$ cat src/rtl/talrt_pkg.sv
// Purpose: shared constants for the alert / critical output block
// Assumes: one result per channel arrives as a one-cycle strobe
// Notes: rate codes above the documented default are this block's own encoding
`default_nettype none
package talrt_pkg;
    localparam int NCH = 8;                  // internal plus seven remote channels
    localparam int CHW = 3;                  // channel index width
    localparam int TW = 8;                   // integer temperature width
    localparam int QW = 3;                   // queue setting width, count = setting + 1
    localparam int HIST = 4;                 // running average depth
    localparam int HIW = 2;                  // history index width
    localparam int RW = 4;                   // conversion rate code width
    localparam int SW = 4;                   // integration scale width, in half units
    localparam int INT_CH = 0;               // internal channel is never averaged
    // conversion rate codes
    localparam logic [RW-1:0] RATE_1PS = 4'h4;
    localparam logic [RW-1:0] RATE_2PS = 4'h5;
    localparam logic [RW-1:0] RATE_4PS = 4'h6; // reset rate
    localparam logic [RW-1:0] RATE_CONT = 4'h7; // this code and above run continuous
    // integration scale against normal 11-bit time, counted in halves
    localparam logic [SW-1:0] SCALE_4X = 4'h8;
    localparam logic [SW-1:0] SCALE_2X = 4'h4;
    localparam logic [SW-1:0] SCALE_1X = 4'h2;
    localparam logic [SW-1:0] SCALE_HALF = 4'h1;
    // timing
    localparam int CLK_NS = 10;              // mclk period
    localparam int NS_PER_MS = 1000000;
    localparam int T_1PS_MS = 1000;          // period at one conversion per second
    localparam int T_2PS_MS = 500;
    localparam int T_4PS_MS = 250;
    localparam int T_CONT_MS = 84;           // back-to-back cycle of all channels
    localparam int CW = 32;                  // period counter width
    // reset values of the block's own state
    localparam logic [QW-1:0] QCNT_RST = 3'h0;
    localparam logic [TW-1:0] TEMP_RST = 8'h00;
    localparam logic [CW-1:0] CNT_RST = 32'h00000000;
endpackage
`default_nettype wire

$ cat src/rtl/talrt_alert_therm.sv
// Purpose: comparator-mode alert, critical output, averaging and conversion pacing
// Assumes: results arrive from the converter on mclk, one channel per strobe
// Notes: interrupt-mode alert behaviour lives outside; here the pin then stays released
`default_nettype none
//
// Contract
// - comparator alert when temperature reaches high limit
// - low limit and diode fault never alert
// - alert holds until all below high minus hysteresis
// - high queue counter gates each channel's alert
// - alert sets summary and per-channel high status
// - status read cannot clear while alert asserted
// - status clears when alert deasserts
// - global mask ignored in comparator mode
// - channel mask blocks alert, status still set
// - critical output independent and never masked
// - critical asserts after queued linked over-limit readings
// - critical holds until all below limit minus hysteresis
// - averaging selected per channel
// - averaged value is mean of last four
// - averaging off after reset, enabled per channel
// - four conversions per second after reset
// - dynamic averaging stretches time, keeps rate
// - scale 4x, 2x, 1x, half by rate
// - dynamic averaging default on; off gives 1x, except continuous stays at half
// - alert pin open drain active low, mode bit
// - saturated high counter holds until release margin
// - one hysteresis for critical and comparator release
module talrt_alert_therm #(
    parameter int unsigned CONV_1PS_CYC =
        talrt_pkg::T_1PS_MS * (talrt_pkg::NS_PER_MS / talrt_pkg::CLK_NS),
    parameter int unsigned CONV_2PS_CYC =
        talrt_pkg::T_2PS_MS * (talrt_pkg::NS_PER_MS / talrt_pkg::CLK_NS),
    parameter int unsigned CONV_4PS_CYC =
        talrt_pkg::T_4PS_MS * (talrt_pkg::NS_PER_MS / talrt_pkg::CLK_NS),
    parameter int unsigned CONV_CONT_CYC =
        talrt_pkg::T_CONT_MS * (talrt_pkg::NS_PER_MS / talrt_pkg::CLK_NS)
) (
    input wire logic mclk,
    input wire logic resetn,
    // converter results
    input wire logic resValid,
    input wire logic [talrt_pkg::CHW-1:0] resChan,
    input wire logic [talrt_pkg::TW-1:0] resTemp,
    // configuration
    input wire logic compMode,
    input wire logic maskAll,
    input wire logic dynAvgOff,
    input wire logic [talrt_pkg::RW-1:0] convRate,
    input wire logic [talrt_pkg::NCH*talrt_pkg::TW-1:0] highLimit,
    input wire logic [talrt_pkg::NCH*talrt_pkg::TW-1:0] critLimit,
    input wire logic [talrt_pkg::TW-1:0] critHyst,
    input wire logic [talrt_pkg::NCH-1:0] chanMask,
    input wire logic [talrt_pkg::NCH-1:0] critLink,
    input wire logic [talrt_pkg::NCH-1:0] filterEn,
    input wire logic [talrt_pkg::QW-1:0] highQueue,
    input wire logic [talrt_pkg::QW-1:0] critQueue,
    input wire logic statusRead,
    // outputs
    output logic alertOut,
    output logic alertOe,
    output logic thermOut,
    output logic thermOe,
    output logic statusHigh,
    output logic [talrt_pkg::NCH-1:0] highStatus,
    output logic [talrt_pkg::NCH-1:0] critStatus,
    output logic repValid,
    output logic [talrt_pkg::CHW-1:0] repChan,
    output logic [talrt_pkg::TW-1:0] repTemp,
    output logic convStart,
    output logic [talrt_pkg::SW-1:0] integScale
);
    localparam int NCH = talrt_pkg::NCH;
    localparam int TW = talrt_pkg::TW;
    localparam int QW = talrt_pkg::QW;
    localparam int CW = talrt_pkg::CW;

    // per-channel views of the packed configuration
    logic [TW-1:0] highLim [NCH];
    logic [TW-1:0] critLim [NCH];

    genvar g;
    generate
        for (g = 0; g < NCH; g++) begin : g_split
            assign highLim[g] = highLimit[g*TW +: TW];
            assign critLim[g] = critLimit[g*TW +: TW];
        end
    endgenerate

    // ---------------- averaging ----------------
    // each channel keeps four raw
    // samples, newest in slot 0
    // the history always shifts,
    // even with averaging off, so
    // turning the filter on later
    // needs no warm-up of its own
    // until three prior samples
    // exist the raw value is used
    // sum is two bits wider than
    // a sample so it cannot wrap
    // the mean is a plain shift;
    // fractions are dropped
    logic [TW-1:0] hist [NCH][talrt_pkg::HIST];   // last samples per channel
    logic [TW-1:0] next_hist [NCH][talrt_pkg::HIST];
    logic [talrt_pkg::HIW:0] fill [NCH];          // samples seen, saturates at depth
    logic [talrt_pkg::HIW:0] next_fill [NCH];
    logic [TW-1:0] curTemp;                       // value used for limits and reporting
    logic [TW+1:0] avgSum;

    // history shift and the reported value for the strobed channel
    always_comb begin
        next_hist = hist;
        next_fill = fill;
        avgSum = {2'b00, resTemp} + {2'b00, hist[resChan][0]}
               + {2'b00, hist[resChan][1]} + {2'b00, hist[resChan][2]};
        curTemp = resTemp;
        // internal channel never averages; warm-up uses raw values
        if (filterEn[resChan] && resChan != CHW_INT()
            && fill[resChan] >= 3'(talrt_pkg::HIST - 1)) begin
            curTemp = avgSum[TW+1:2];             // mean of last four
        end
        if (resValid) begin
            next_hist[resChan][0] = resTemp;
            for (int k = 1; k < talrt_pkg::HIST; k++) begin
                next_hist[resChan][k] = hist[resChan][k-1];
            end
            if (fill[resChan] != 3'(talrt_pkg::HIST)) begin
                next_fill[resChan] = fill[resChan] + 3'h1;
            end
        end
    end

    function automatic logic [talrt_pkg::CHW-1:0] CHW_INT();
        return talrt_pkg::CHW'(talrt_pkg::INT_CH);
    endfunction

    // ---------------- limit queues ----------------
    // one counter per channel for
    // the high limit and one for
    // the critical limit
    // a counter that meets its
    // setting sets the held bit
    // and then stops counting
    // a held channel only lets go
    // below limit minus margin
    // the margin add is nine bits
    // wide so a large hysteresis
    // cannot underflow the limit
    // only the strobed channel moves
    logic [QW-1:0] highCnt [NCH];                 // consecutive high readings
    logic [QW-1:0] next_highCnt [NCH];
    logic [NCH-1:0] highHeld, next_highHeld;      // queue satisfied, holding
    logic [QW-1:0] critCnt [NCH];
    logic [QW-1:0] next_critCnt [NCH];
    logic [NCH-1:0] critHeld, next_critHeld;
    logic [TW:0] relHigh, relCrit;                // temperature plus release margin

    // once-per-result evaluation of the strobed channel only
    always_comb begin
        next_highCnt = highCnt;
        next_highHeld = highHeld;
        next_critCnt = critCnt;
        next_critHeld = critHeld;
        relHigh = {1'b0, curTemp} + {1'b0, critHyst}; // shared margin
        relCrit = {1'b0, curTemp} + {1'b0, critHyst};
        if (resValid) begin
            // high queue: only the high limit counts, low and faults ignored
            if (curTemp >= highLim[resChan]) begin
                if (!highHeld[resChan]) begin
                    if (highCnt[resChan] >= highQueue) begin
                        next_highHeld[resChan] = 1'b1;
                    end else begin
                        next_highCnt[resChan] = highCnt[resChan] + 3'h1;
                    end
                end
            end else if (highHeld[resChan]) begin
                // saturated counter waits for the release margin
                if (relHigh < {1'b0, highLim[resChan]}) begin
                    next_highHeld[resChan] = 1'b0;
                    next_highCnt[resChan] = talrt_pkg::QCNT_RST;
                end
            end else begin
                next_highCnt[resChan] = talrt_pkg::QCNT_RST;
            end
            // critical queue with hysteresis release
            if (curTemp >= critLim[resChan]) begin
                if (!critHeld[resChan]) begin
                    if (critCnt[resChan] >= critQueue) begin
                        next_critHeld[resChan] = 1'b1;
                    end else begin
                        next_critCnt[resChan] = critCnt[resChan] + 3'h1;
                    end
                end
            end else if (relCrit < {1'b0, critLim[resChan]}) begin
                next_critHeld[resChan] = 1'b0;
                next_critCnt[resChan] = talrt_pkg::QCNT_RST;
            end
        end
    end

    // ---------------- outputs and status ----------------
    // pin state is worked out from
    // the next held bits so pins
    // follow the result by one
    // cycle, not two
    // status sets are applied last
    // so a set beats a read clear
    // or a release clear in the
    // same cycle
    // a masked channel still sets
    // its status but never the pin
    // with the pin released, a read
    // clears masked leftovers
    logic alertAct, next_alertAct;                // pin pulled low
    logic thermAct, next_thermAct;
    logic [NCH-1:0] next_highStatus;
    logic next_statusHigh;

    // pin state and sticky high status
    always_comb begin
        // maskAll deliberately unused here: comparator mode ignores it
        // per-channel mask only gates the pin
        next_alertAct = compMode && |(next_highHeld & ~chanMask);
        // critical pin ignores every mask
        next_thermAct = |(next_critHeld & critLink);
        next_highStatus = highStatus;
        if (statusRead && !alertAct) begin
            next_highStatus = '0;                     // no clear while pin asserted
        end
        if (alertAct && !next_alertAct) begin
            next_highStatus = '0;                     // automatic clear
        end
        if (compMode) begin
            // newly held channels set status even when masked; set beats clear
            next_highStatus = next_highStatus | (next_highHeld & ~highHeld);
            if (next_alertAct) begin
                next_highStatus = next_highStatus | next_highHeld;
            end
        end
        next_statusHigh = |next_highStatus;
    end

    // ---------------- conversion pacing ----------------
    // the counter loads the period
    // minus one at each start and
    // counts down to zero
    // zero after reset gives a
    // start on the first edge
    // a rate change to a shorter
    // period cuts the wait short
    // rather than finishing the
    // old one
    // scale and start leave on the
    // same edge as registers
    // limitation: 32-bit counter
    // covers the slowest rate
    logic [CW-1:0] periodCnt, next_periodCnt;     // cycles left in this conversion
    logic [CW-1:0] periodLen;
    logic next_convStart;
    logic [talrt_pkg::SW-1:0] next_integScale;

    // rate decode, integration scale and start strobe
    always_comb begin
        if (convRate >= talrt_pkg::RATE_CONT) begin
            periodLen = CW'(CONV_CONT_CYC);
            next_integScale = talrt_pkg::SCALE_HALF; // half either way
        end else if (convRate == talrt_pkg::RATE_4PS) begin
            periodLen = CW'(CONV_4PS_CYC);
            next_integScale = talrt_pkg::SCALE_1X;
        end else if (convRate == talrt_pkg::RATE_2PS) begin
            periodLen = CW'(CONV_2PS_CYC);
            next_integScale = dynAvgOff ? talrt_pkg::SCALE_1X : talrt_pkg::SCALE_2X;
        end else begin
            // slower codes run at one per second
            periodLen = CW'(CONV_1PS_CYC);
            next_integScale = dynAvgOff ? talrt_pkg::SCALE_1X : talrt_pkg::SCALE_4X;
        end
        // longer integration never moves the start spacing
        next_convStart = 1'b0;
        next_periodCnt = periodCnt - CW'(1);
        if (periodCnt == talrt_pkg::CNT_RST || periodCnt > periodLen) begin
            // a rate change shortens a running wait at once
            next_convStart = 1'b1;
            next_periodCnt = periodLen - CW'(1);
        end
    end

    // all state registers
    always_ff @(posedge mclk or negedge resetn) begin
        if (!resetn) begin
            for (int c = 0; c < NCH; c++) begin
                for (int k = 0; k < talrt_pkg::HIST; k++) begin
                    hist[c][k] <= talrt_pkg::TEMP_RST;
                end
                fill[c] <= '0;
                highCnt[c] <= talrt_pkg::QCNT_RST;
                critCnt[c] <= talrt_pkg::QCNT_RST;
            end
            highHeld <= '0;
            critHeld <= '0;
            alertAct <= 1'b0;
            thermAct <= 1'b0;
            alertOut <= 1'b0;
            alertOe <= 1'b0;
            thermOut <= 1'b0;
            thermOe <= 1'b0;
            highStatus <= '0;
            statusHigh <= 1'b0;
            critStatus <= '0;
            repValid <= 1'b0;
            repChan <= '0;
            repTemp <= talrt_pkg::TEMP_RST;
            periodCnt <= talrt_pkg::CNT_RST;       // first start right after reset
            convStart <= 1'b0;
            integScale <= talrt_pkg::SCALE_1X;     // matches the 4/s reset rate
        end else begin
            hist <= next_hist;
            fill <= next_fill;
            highCnt <= next_highCnt;
            critCnt <= next_critCnt;
            highHeld <= next_highHeld;
            critHeld <= next_critHeld;
            alertAct <= next_alertAct;
            thermAct <= next_thermAct;
            // open drain: output level stays low, enable pulls the pin
            alertOut <= 1'b0;
            alertOe <= next_alertAct;
            thermOut <= 1'b0;
            thermOe <= next_thermAct;
            highStatus <= next_highStatus;
            statusHigh <= next_statusHigh;
            critStatus <= next_critHeld;
            repValid <= resValid;
            repChan <= resChan;
            repTemp <= curTemp;
            periodCnt <= next_periodCnt;
            convStart <= next_convStart;
            integScale <= next_integScale;
        end
    end
endmodule
`default_nettype wire

$ cat config.mk
export PLATFORM = sky130hd
export DESIGN_NAME = talrt_alert_therm
export DESIGN_NICKNAME = d
export VERILOG_FILES = /design/src/rtl/talrt_pkg.sv /design/src/rtl/talrt_alert_therm.sv
export SDC_FILE = /design/constraint.sdc
export NUM_CORES = 1
export LEC_CHECK = 0
export BUFFER_PORTS_ARGS = -buffer_cell sky130_fd_sc_hd__buf_4
export CORE_ASPECT_RATIO = 1.4
export CORE_MARGIN = 3
export CORE_UTILIZATION = 40
export CTS_BUF_LIST = sky130_fd_sc_hd__clkbuf_16
export DETAILED_ROUTE_END_ITERATION = 7
export PLACE_DENSITY_LB_ADDON = 0.08
export SLEW_MARGIN = 20
export SYNTH_ARGS = -nofsm -noshare
export SYNTH_HDL_FRONTEND = slang
export SYNTH_SLANG_ARGS = --single-unit
$ cat constraint.sdc
create_clock -name mclk -period 9.55 [get_ports mclk]
set_clock_uncertainty 0.1 [all_clocks]
set_input_delay 2.3875 -clock mclk [delete_from_list [all_inputs] [get_ports mclk]]
set_output_delay 2.3875 -clock mclk [all_outputs]
set_load 0.05 [all_outputs]
# Yosys cells after proc, flatten, opt, wreduce, memory -nomap -nowiden
# Cells that the tools add are included.
[totals]
ff_bits = 404
latch_bits = 0
mem_bits_rw = 0
mem_bits_ro = 0
inputBits = 188
out_inout_bits = 38
word_cells = 211
memories = 0
[classes]
add_sub_neg = 9
mul = 0
div = 0
magnitude_cmp = 13
eq_ne = 8
n_shift = 0
muxes = 78
bitwise = 16
n_reduce_logical = 19
[op_table]
columns = ["operator", "n"]
rows = [
  ["$bwmux 256", 4],
  ["$demux 32 s3", 4],
  ["$mux 24", 10],
  ["$mux 8", 21],
  ["$mux 32", 4],
  ["$bmux 32 s3", 1],
  ["$mux 27", 3],
  ["$bwmux 24", 3],
  ["$sub 32x1->32 const B", 2],
  ["$and 24x24->24", 2],
  ["$bmux 8 s3", 2],
  ["$and 8x8->8", 5],
  ["$gt 32x32->1", 1],
  ["$logic_not 32->1", 1],
  ["$or 8x8->8", 4],
  ["$bmux 3 s3", 3],
  ["$mux 3", 8],
  ["$not 24->24", 1],
  ["$not 8->8", 3],
  ["$reduce_or 8->1", 3],
  ["$add 8x8->9", 2],
  ["$lt 9x8->1", 2],
  ["$ge 8x8->1", 2],
  ["$mux 16", 1],
  ["other kinds (27)", 51],
]

# Logic depth before layout (Yosys ltp)
[depth]
word_depth = 25
mapped_depth = 38
mapped_depth_nobuf = 32

# Worst setup path after synthesis
# Ideal clock, no wire load.
[synth_path]
kind = "input -> register"
start = "input port resChan[1] (netlist bit)"
end = "register highStatus[7] (netlist bit)"
setup_time_ps = 122
arrival_ps = 9876
required_time_ps = 9328
path_slack_ps = -548
stages = 37
path_buffers = 8
cell_sequence = "buf_6 buf_6 buf_6 buf_2 buf_2 buf_2 buf_2 mux2_2 a221oi_1 fa_1 inv_1 fa_1 or3b_2 fa_1 inv_1 a21oi_1 o21bai_1 a21o_1 a21o_1 xor2_1 nand2_1 o21ai_0 ha_1 a21o_1 a31o_2 xor2_1 ha_1 a21o_1 a21oi_1 nand3_1 a211oi_2 a21boi_1 o22ai_1 o211a_2 buf_6 nand2_1 a32o_1"
[synth_between]
elab_chain_len = 24
word_cells_on_any_way = 54
cone_classes = "4 x add/sub; 6 x order compare; 28 x mux; 8 x bitwise; 8 x reduce/logical"
[synth_rtl]
columns = ["item", "line", "text"]
rows = [
  ["from (decl)", "talrt_alert_therm.sv:43", "input wire logic [talrt_pkg::CHW-1:0] resChan,"],
  ["$not 3->4 (implied by the code)", "talrt_alert_therm.sv:114, talrt_alert_therm.sv:115, talrt_alert_therm.sv:119", ""],
  ["$bmux 32 s3", "talrt_alert_therm.sv:114, talrt_alert_therm.sv:115", ""],
  ["$mux 32 (implied by the code) (2 in series)", "talrt_alert_therm.sv:115", "+ {2'b00, hist[resChan][1]} + {2'b00, hist[resChan][2]};"],
  ["$add 8x8->9", "talrt_alert_therm.sv:114", "avgSum = {2'b00, resTemp} + {2'b00, hist[resChan][0]}"],
  ["$add 9x8->10", "talrt_alert_therm.sv:115", ""],
  ["$add 10x8->10", "talrt_alert_therm.sv:115", ""],
  ["$mux 8 (*)", "talrt_alert_therm.sv:118", "if (filterEn[resChan] && resChan != CHW_INT()"],
  ["named net curTemp[5]", "talrt_alert_therm.sv:107", "logic [TW-1:0] curTemp;"],
  ["[9 not listed]", "-", ""],
  ["$logic_not 1->1", "talrt_alert_therm.sv:230", "if (alertAct && !next_alertAct) begin"],
  ["$logic_and 1x1->1", "talrt_alert_therm.sv:230", ""],
  ["$mux 8", "talrt_alert_therm.sv:230", ""],
  ["$or 8x8->8", "talrt_alert_therm.sv:235", "next_highStatus = next_highStatus | (next_highHeld & ~highHeld);"],
  ["$or 8x8->8", "talrt_alert_therm.sv:237", "next_highStatus = next_highStatus | next_highHeld;"],
  ["$mux 8", "talrt_alert_therm.sv:236", "if (next_alertAct) begin"],
  ["$mux 8 (*)", "talrt_alert_therm.sv:233", "if (compMode) begin"],
  ["named net next_highStatus[7]", "talrt_alert_therm.sv:216", "logic [NCH-1:0] next_highStatus;"],
  ["to (signal assigned)", "talrt_alert_therm.sv:330", "highStatus <= next_highStatus;"],
  ["to (decl)", "talrt_alert_therm.sv:65", "output logic [talrt_pkg::NCH-1:0] highStatus,"],
]
# Mark *: on every way through the listed nets, which the timed path passes. The rest lies on a longest branch. The select of a mux whose other input is x is not followed.
# A chain may end at the register's enable or synchronous reset.

# Final worst setup path
[layout_path]
start = "input port resChan[0] (netlist bit)"
end = "register statusHigh"
[layout_between]
elab_chain_len = 25
word_cells_on_any_way = 55
cone_classes = "4 x add/sub; 6 x order compare; 28 x mux; 8 x bitwise; 9 x reduce/logical"
[layout_rtl]
columns = ["item", "line", "text"]
rows = [
  ["$not 3->4 (implied by the code)", "talrt_alert_therm.sv:114, talrt_alert_therm.sv:115, talrt_alert_therm.sv:119", ""],
  ["$bmux 32 s3", "talrt_alert_therm.sv:114, talrt_alert_therm.sv:115", ""],
  ["$mux 32 (implied by the code) (2 in series)", "talrt_alert_therm.sv:115", ""],
  ["$add 8x8->9", "talrt_alert_therm.sv:114", ""],
  ["$add 9x8->10", "talrt_alert_therm.sv:115", ""],
  ["$add 10x8->10", "talrt_alert_therm.sv:115", ""],
  ["$mux 8 (*)", "talrt_alert_therm.sv:118", ""],
  ["named net curTemp[0]", "talrt_alert_therm.sv:107", ""],
  ["[6 not listed]", "-", ""],
  ["named net next_highHeld[3]", "talrt_alert_therm.sv:152", "logic [NCH-1:0] highHeld, next_highHeld;"],
  ["[4 not listed]", "-", ""],
  ["$logic_and 1x1->1", "talrt_alert_therm.sv:230", ""],
  ["$mux 8", "talrt_alert_therm.sv:230", ""],
  ["$or 8x8->8", "talrt_alert_therm.sv:235", ""],
  ["$or 8x8->8", "talrt_alert_therm.sv:237", ""],
  ["$mux 8", "talrt_alert_therm.sv:236", ""],
  ["$mux 8 (*)", "talrt_alert_therm.sv:233", ""],
  ["$reduce_or 8->1 (*)", "talrt_alert_therm.sv:240", "next_statusHigh = |next_highStatus;"],
  ["named net next_statusHigh", "talrt_alert_therm.sv:217", "logic next_statusHigh;"],
  ["to (signal assigned)", "talrt_alert_therm.sv:331", "statusHigh <= next_statusHigh;"],
  ["to (decl)", "talrt_alert_therm.sv:64", "output logic statusHigh,"],
]
# Marks and branches as above.

==> reports/metrics.csv <==
metric,value,unit
timing.setup.tns,0,ns
vias,15500,
start_kind,input pin,
synth.ff_latch_count,340,
final.hold.worst_slack,0.374,ns
total_power,5.54,mW
grt_start_max_net_pins,187,
top_level_ports,226,
wire_per_inst,21.6,um
timing.final.hold_violations,0,
synthMostInstantiatedCell,sky130_fd_sc_hd__dfrtp_1,
edff_count_synth,0,
netlist_instances,1846,
detailed_router_iteration_count_before_antenna_repair,5,
detail_route.drc_violations,0,
clock_tree.buffer_depth,3,
die_boundary_width,187,um
status,"finished, final reports clean",
global_route_wire_length_before_repair,94000,um
dp_hpwl,43400,um
overflow,0,
max_cap_viol_count,0,
timing.critical_path.to_type,flip-flop,
per_instance_average_area_after_synthesis,9.98,um^2
initial_core_util,40.7,%
fillCellCount,4164,
lkg_pwr,10.7,nW
hold_buffers,0,
synth_top_area_share,46.1,%
synth_warnings,0,
dr.first_iter.drc_count,925,
slew_headroom,31.1,%
power_density,239,mW/mm^2
peakVddDrop,0.116,mV
final.period_utilization,96.2,%
groute.usage.overall,24.7,%
hold_path.class,flip-flop to flip-flop,
area_overhead_vs_synth,25.8,%
critPathArrivalTime,9.49,ns
gp_congestion,0.916,
antenna_found_initial,0,
antenna_cells_inserted,0,
synth-main-ff-cell,sky130_fd_sc_hd__dfrtp_1,
core_area,0.0452,mm^2
library_cell_occupying_the_most_area_in_the_post_synthesis_netlist,sky130_fd_sc_hd__dfrtp_1,
yosys-top-cells-area,"sky130_fd_sc_hd__dfrtp_1, sky130_fd_sc_hd__o21ai_0, sky130_fd_sc_hd__nand2_1",
synth_cell_type_count,91,
ant_nets,0,
timing.final.setup_violations,0,
ys_top_cells_by_count,"sky130_fd_sc_hd__dfrtp_1, sky130_fd_sc_hd__nand2_1, sky130_fd_sc_hd__o21ai_0",
tritoncts,yes,
crit_required,9.85,ns
floorplan.die.height,260,um
sequential_share_of_the_synthesized_area,46.2,%
portBuffers,221,
htreeDepth,2,
vias_per_cell,5.54,
cts_sinks,340,
fp-row-count,92,
drive_gt1_share,25.9,%
worst_path_largest_cell_delay,0.51,ns
fmaxAchievable,109,MHz
worstPathMaxFanout,8,
finalWirelength,60500,um
cts.reportedPaths.clkPinSlew,0.06,ns
async_flop_share,100,%
number_of_global_route_vias_before_repair,16000,
finalMaxSlewViolations,0,
syn-cell-area,0.0184,mm^2
tightest_slew,1.03,ns
ctsRootBufferMaster,sky130_fd_sc_hd__clkbuf_16,
finish.net_count,2442,
min_period,9.19,ns
worstSkewPairLatency,0.53,ns
tritoncts.num_buffers,37,
path_class,input pin to flip-flop,
cp_slowest_cell,sky130_fd_sc_hd__fa_1,
die-area,0.0487,mm^2
==> flip-flops by register name (all words and copies together) (netlist names) <==
register	cells
highStatus	8
periodCnt	32
highHeld	8
repValid	1
critHeld	8
convStart	1
alertAct	1
statusHigh	1
critCnt	24
repTemp	8
hist	192
integScale	4
fill	24
highCnt	24
repChan	3
thermOe	1
==> per-layer routing <==
metal  GRT usage (%)  share of wire (%)
met1            29.6                 40
met2            44.4                 51
met3            4.07                5.7
met4            9.31                3.8
met5               0                  0
==> worst max-delay path: cells and delay by family <==
family,cells,cell delay (ns)
buffers and inverters,7,0.85
AND/OR/NAND/NOR,8,1.73
adder cells (fa/ha/maj),6,2.39
AO/OA/AOI/OAI,9,1.84
XOR/XNOR,1,0.24
==> kinds of logic after synthesis <==
logic type	after synthesis	share of synthesized area, %
other cells	1	0.0204
mux	110	7.04
compound gates	566	20.2
simple gates	519	13.7
buf+inv	180	4.06
xor+xnor	35	1.66
fa+ha+maj	95	7.15
flops	340	46.2
==> area by class of cell <==
class                      instances  area, um^2  area share [%]
inverter                          62         233            1.00
clock inverter                    26         330            1.43
tap                              611         764            3.30
sequential                       340        8510            36.7
clock buffer                      39         976            4.21
multi-input combinational       1330        9310            40.2
timing repair buffer             388        3050            13.1
==> path summary, 6_finish.rpt <==
path,startpoint,to,slack [ns],cells after the start
worst max-delay path,resChan[0],statusHigh$_DFF_PN0_,0.36,31
worst min-delay path,hist[201]$_DFFE_PN0P_,hist[201]$_DFFE_PN0P_,0.37,2
min in group asynchronous,resetn,repValid$_DFF_PN0_,1.77,1
worst min register to register,hist[201]$_DFFE_PN0P_,hist[201]$_DFFE_PN0P_,0.37,2
max in group asynchronous,resetn,fill[11]$_DFFE_PN0P_,6.03,2
worst max register to register,hist[137]$_DFFE_PN0P_,statusHigh$_DFF_PN0_,2.30,28
==> placed cells by master, fill, tap and decap left out, drive strengths merged, types with 5 or more instances in the layout <==
| master | n |
|---|---|
| or3 | 5 |
| fa | 17 |
| o22ai | 5 |
| conb | 5 |
| or4 | 5 |
| buf | 388 |
| inv | 62 |
| nor2b | 11 |
| and3 | 35 |
| nand2 | 266 |
| nand3 | 21 |
| nor3 | 20 |
| clkbuf | 39 |
| a22oi | 83 |
| a31oi | 10 |
| mux2i | 25 |
| a21oi | 61 |
| clkinv | 17 |
| o21ai | 238 |
| a22o | 29 |
| nand4 | 10 |
| xnor2 | 22 |
| nor2 | 81 |
| mux4 | 8 |
| xor2 | 13 |
| a21o | 28 |
| a32o | 7 |
| bufinv | 8 |
| a222oi | 5 |
| mux2 | 77 |
| nor4 | 11 |
| a211oi | 8 |
| o21a | 5 |
| dfrtp | 339 |
| a221oi | 40 |
| ha | 78 |
| o31ai | 6 |
| nand2b | 17 |
| and2 | 13 |
==> metrics by stage <==
step	cells	area, um^2	util (%)	setup slack, ns
finish	2796	23200	51.2	0.360
CTS	2793	23100	51.1	0.313
global placement	2728	21800	48.2	-0.242
floorplan	1850	18600	-	0.00198
global route	2796	23200	51.2	-0.00618
detailed placement	2728	21800	48.2	-0.200
==> timing repair <==
item / CTS / global route
buffers inserted: 0 / 3
hold endpoints to repair: 0 / 0
endpoints found under the setup margin: 0 / 9
gates resized for setup: 0 / 5
==> report_power, final <==
| part | total [mW] | internal (mW) | switching [mW] |
|---|---|---|---|
| Clock | 1.55 | 0.956 | 0.596 |
| Combinational | 2.02 | 0.895 | 1.12 |
| Sequential | 1.97 | 1.77 | 0.196 |
No activity file was read; power rests on OpenSTA's default activity.
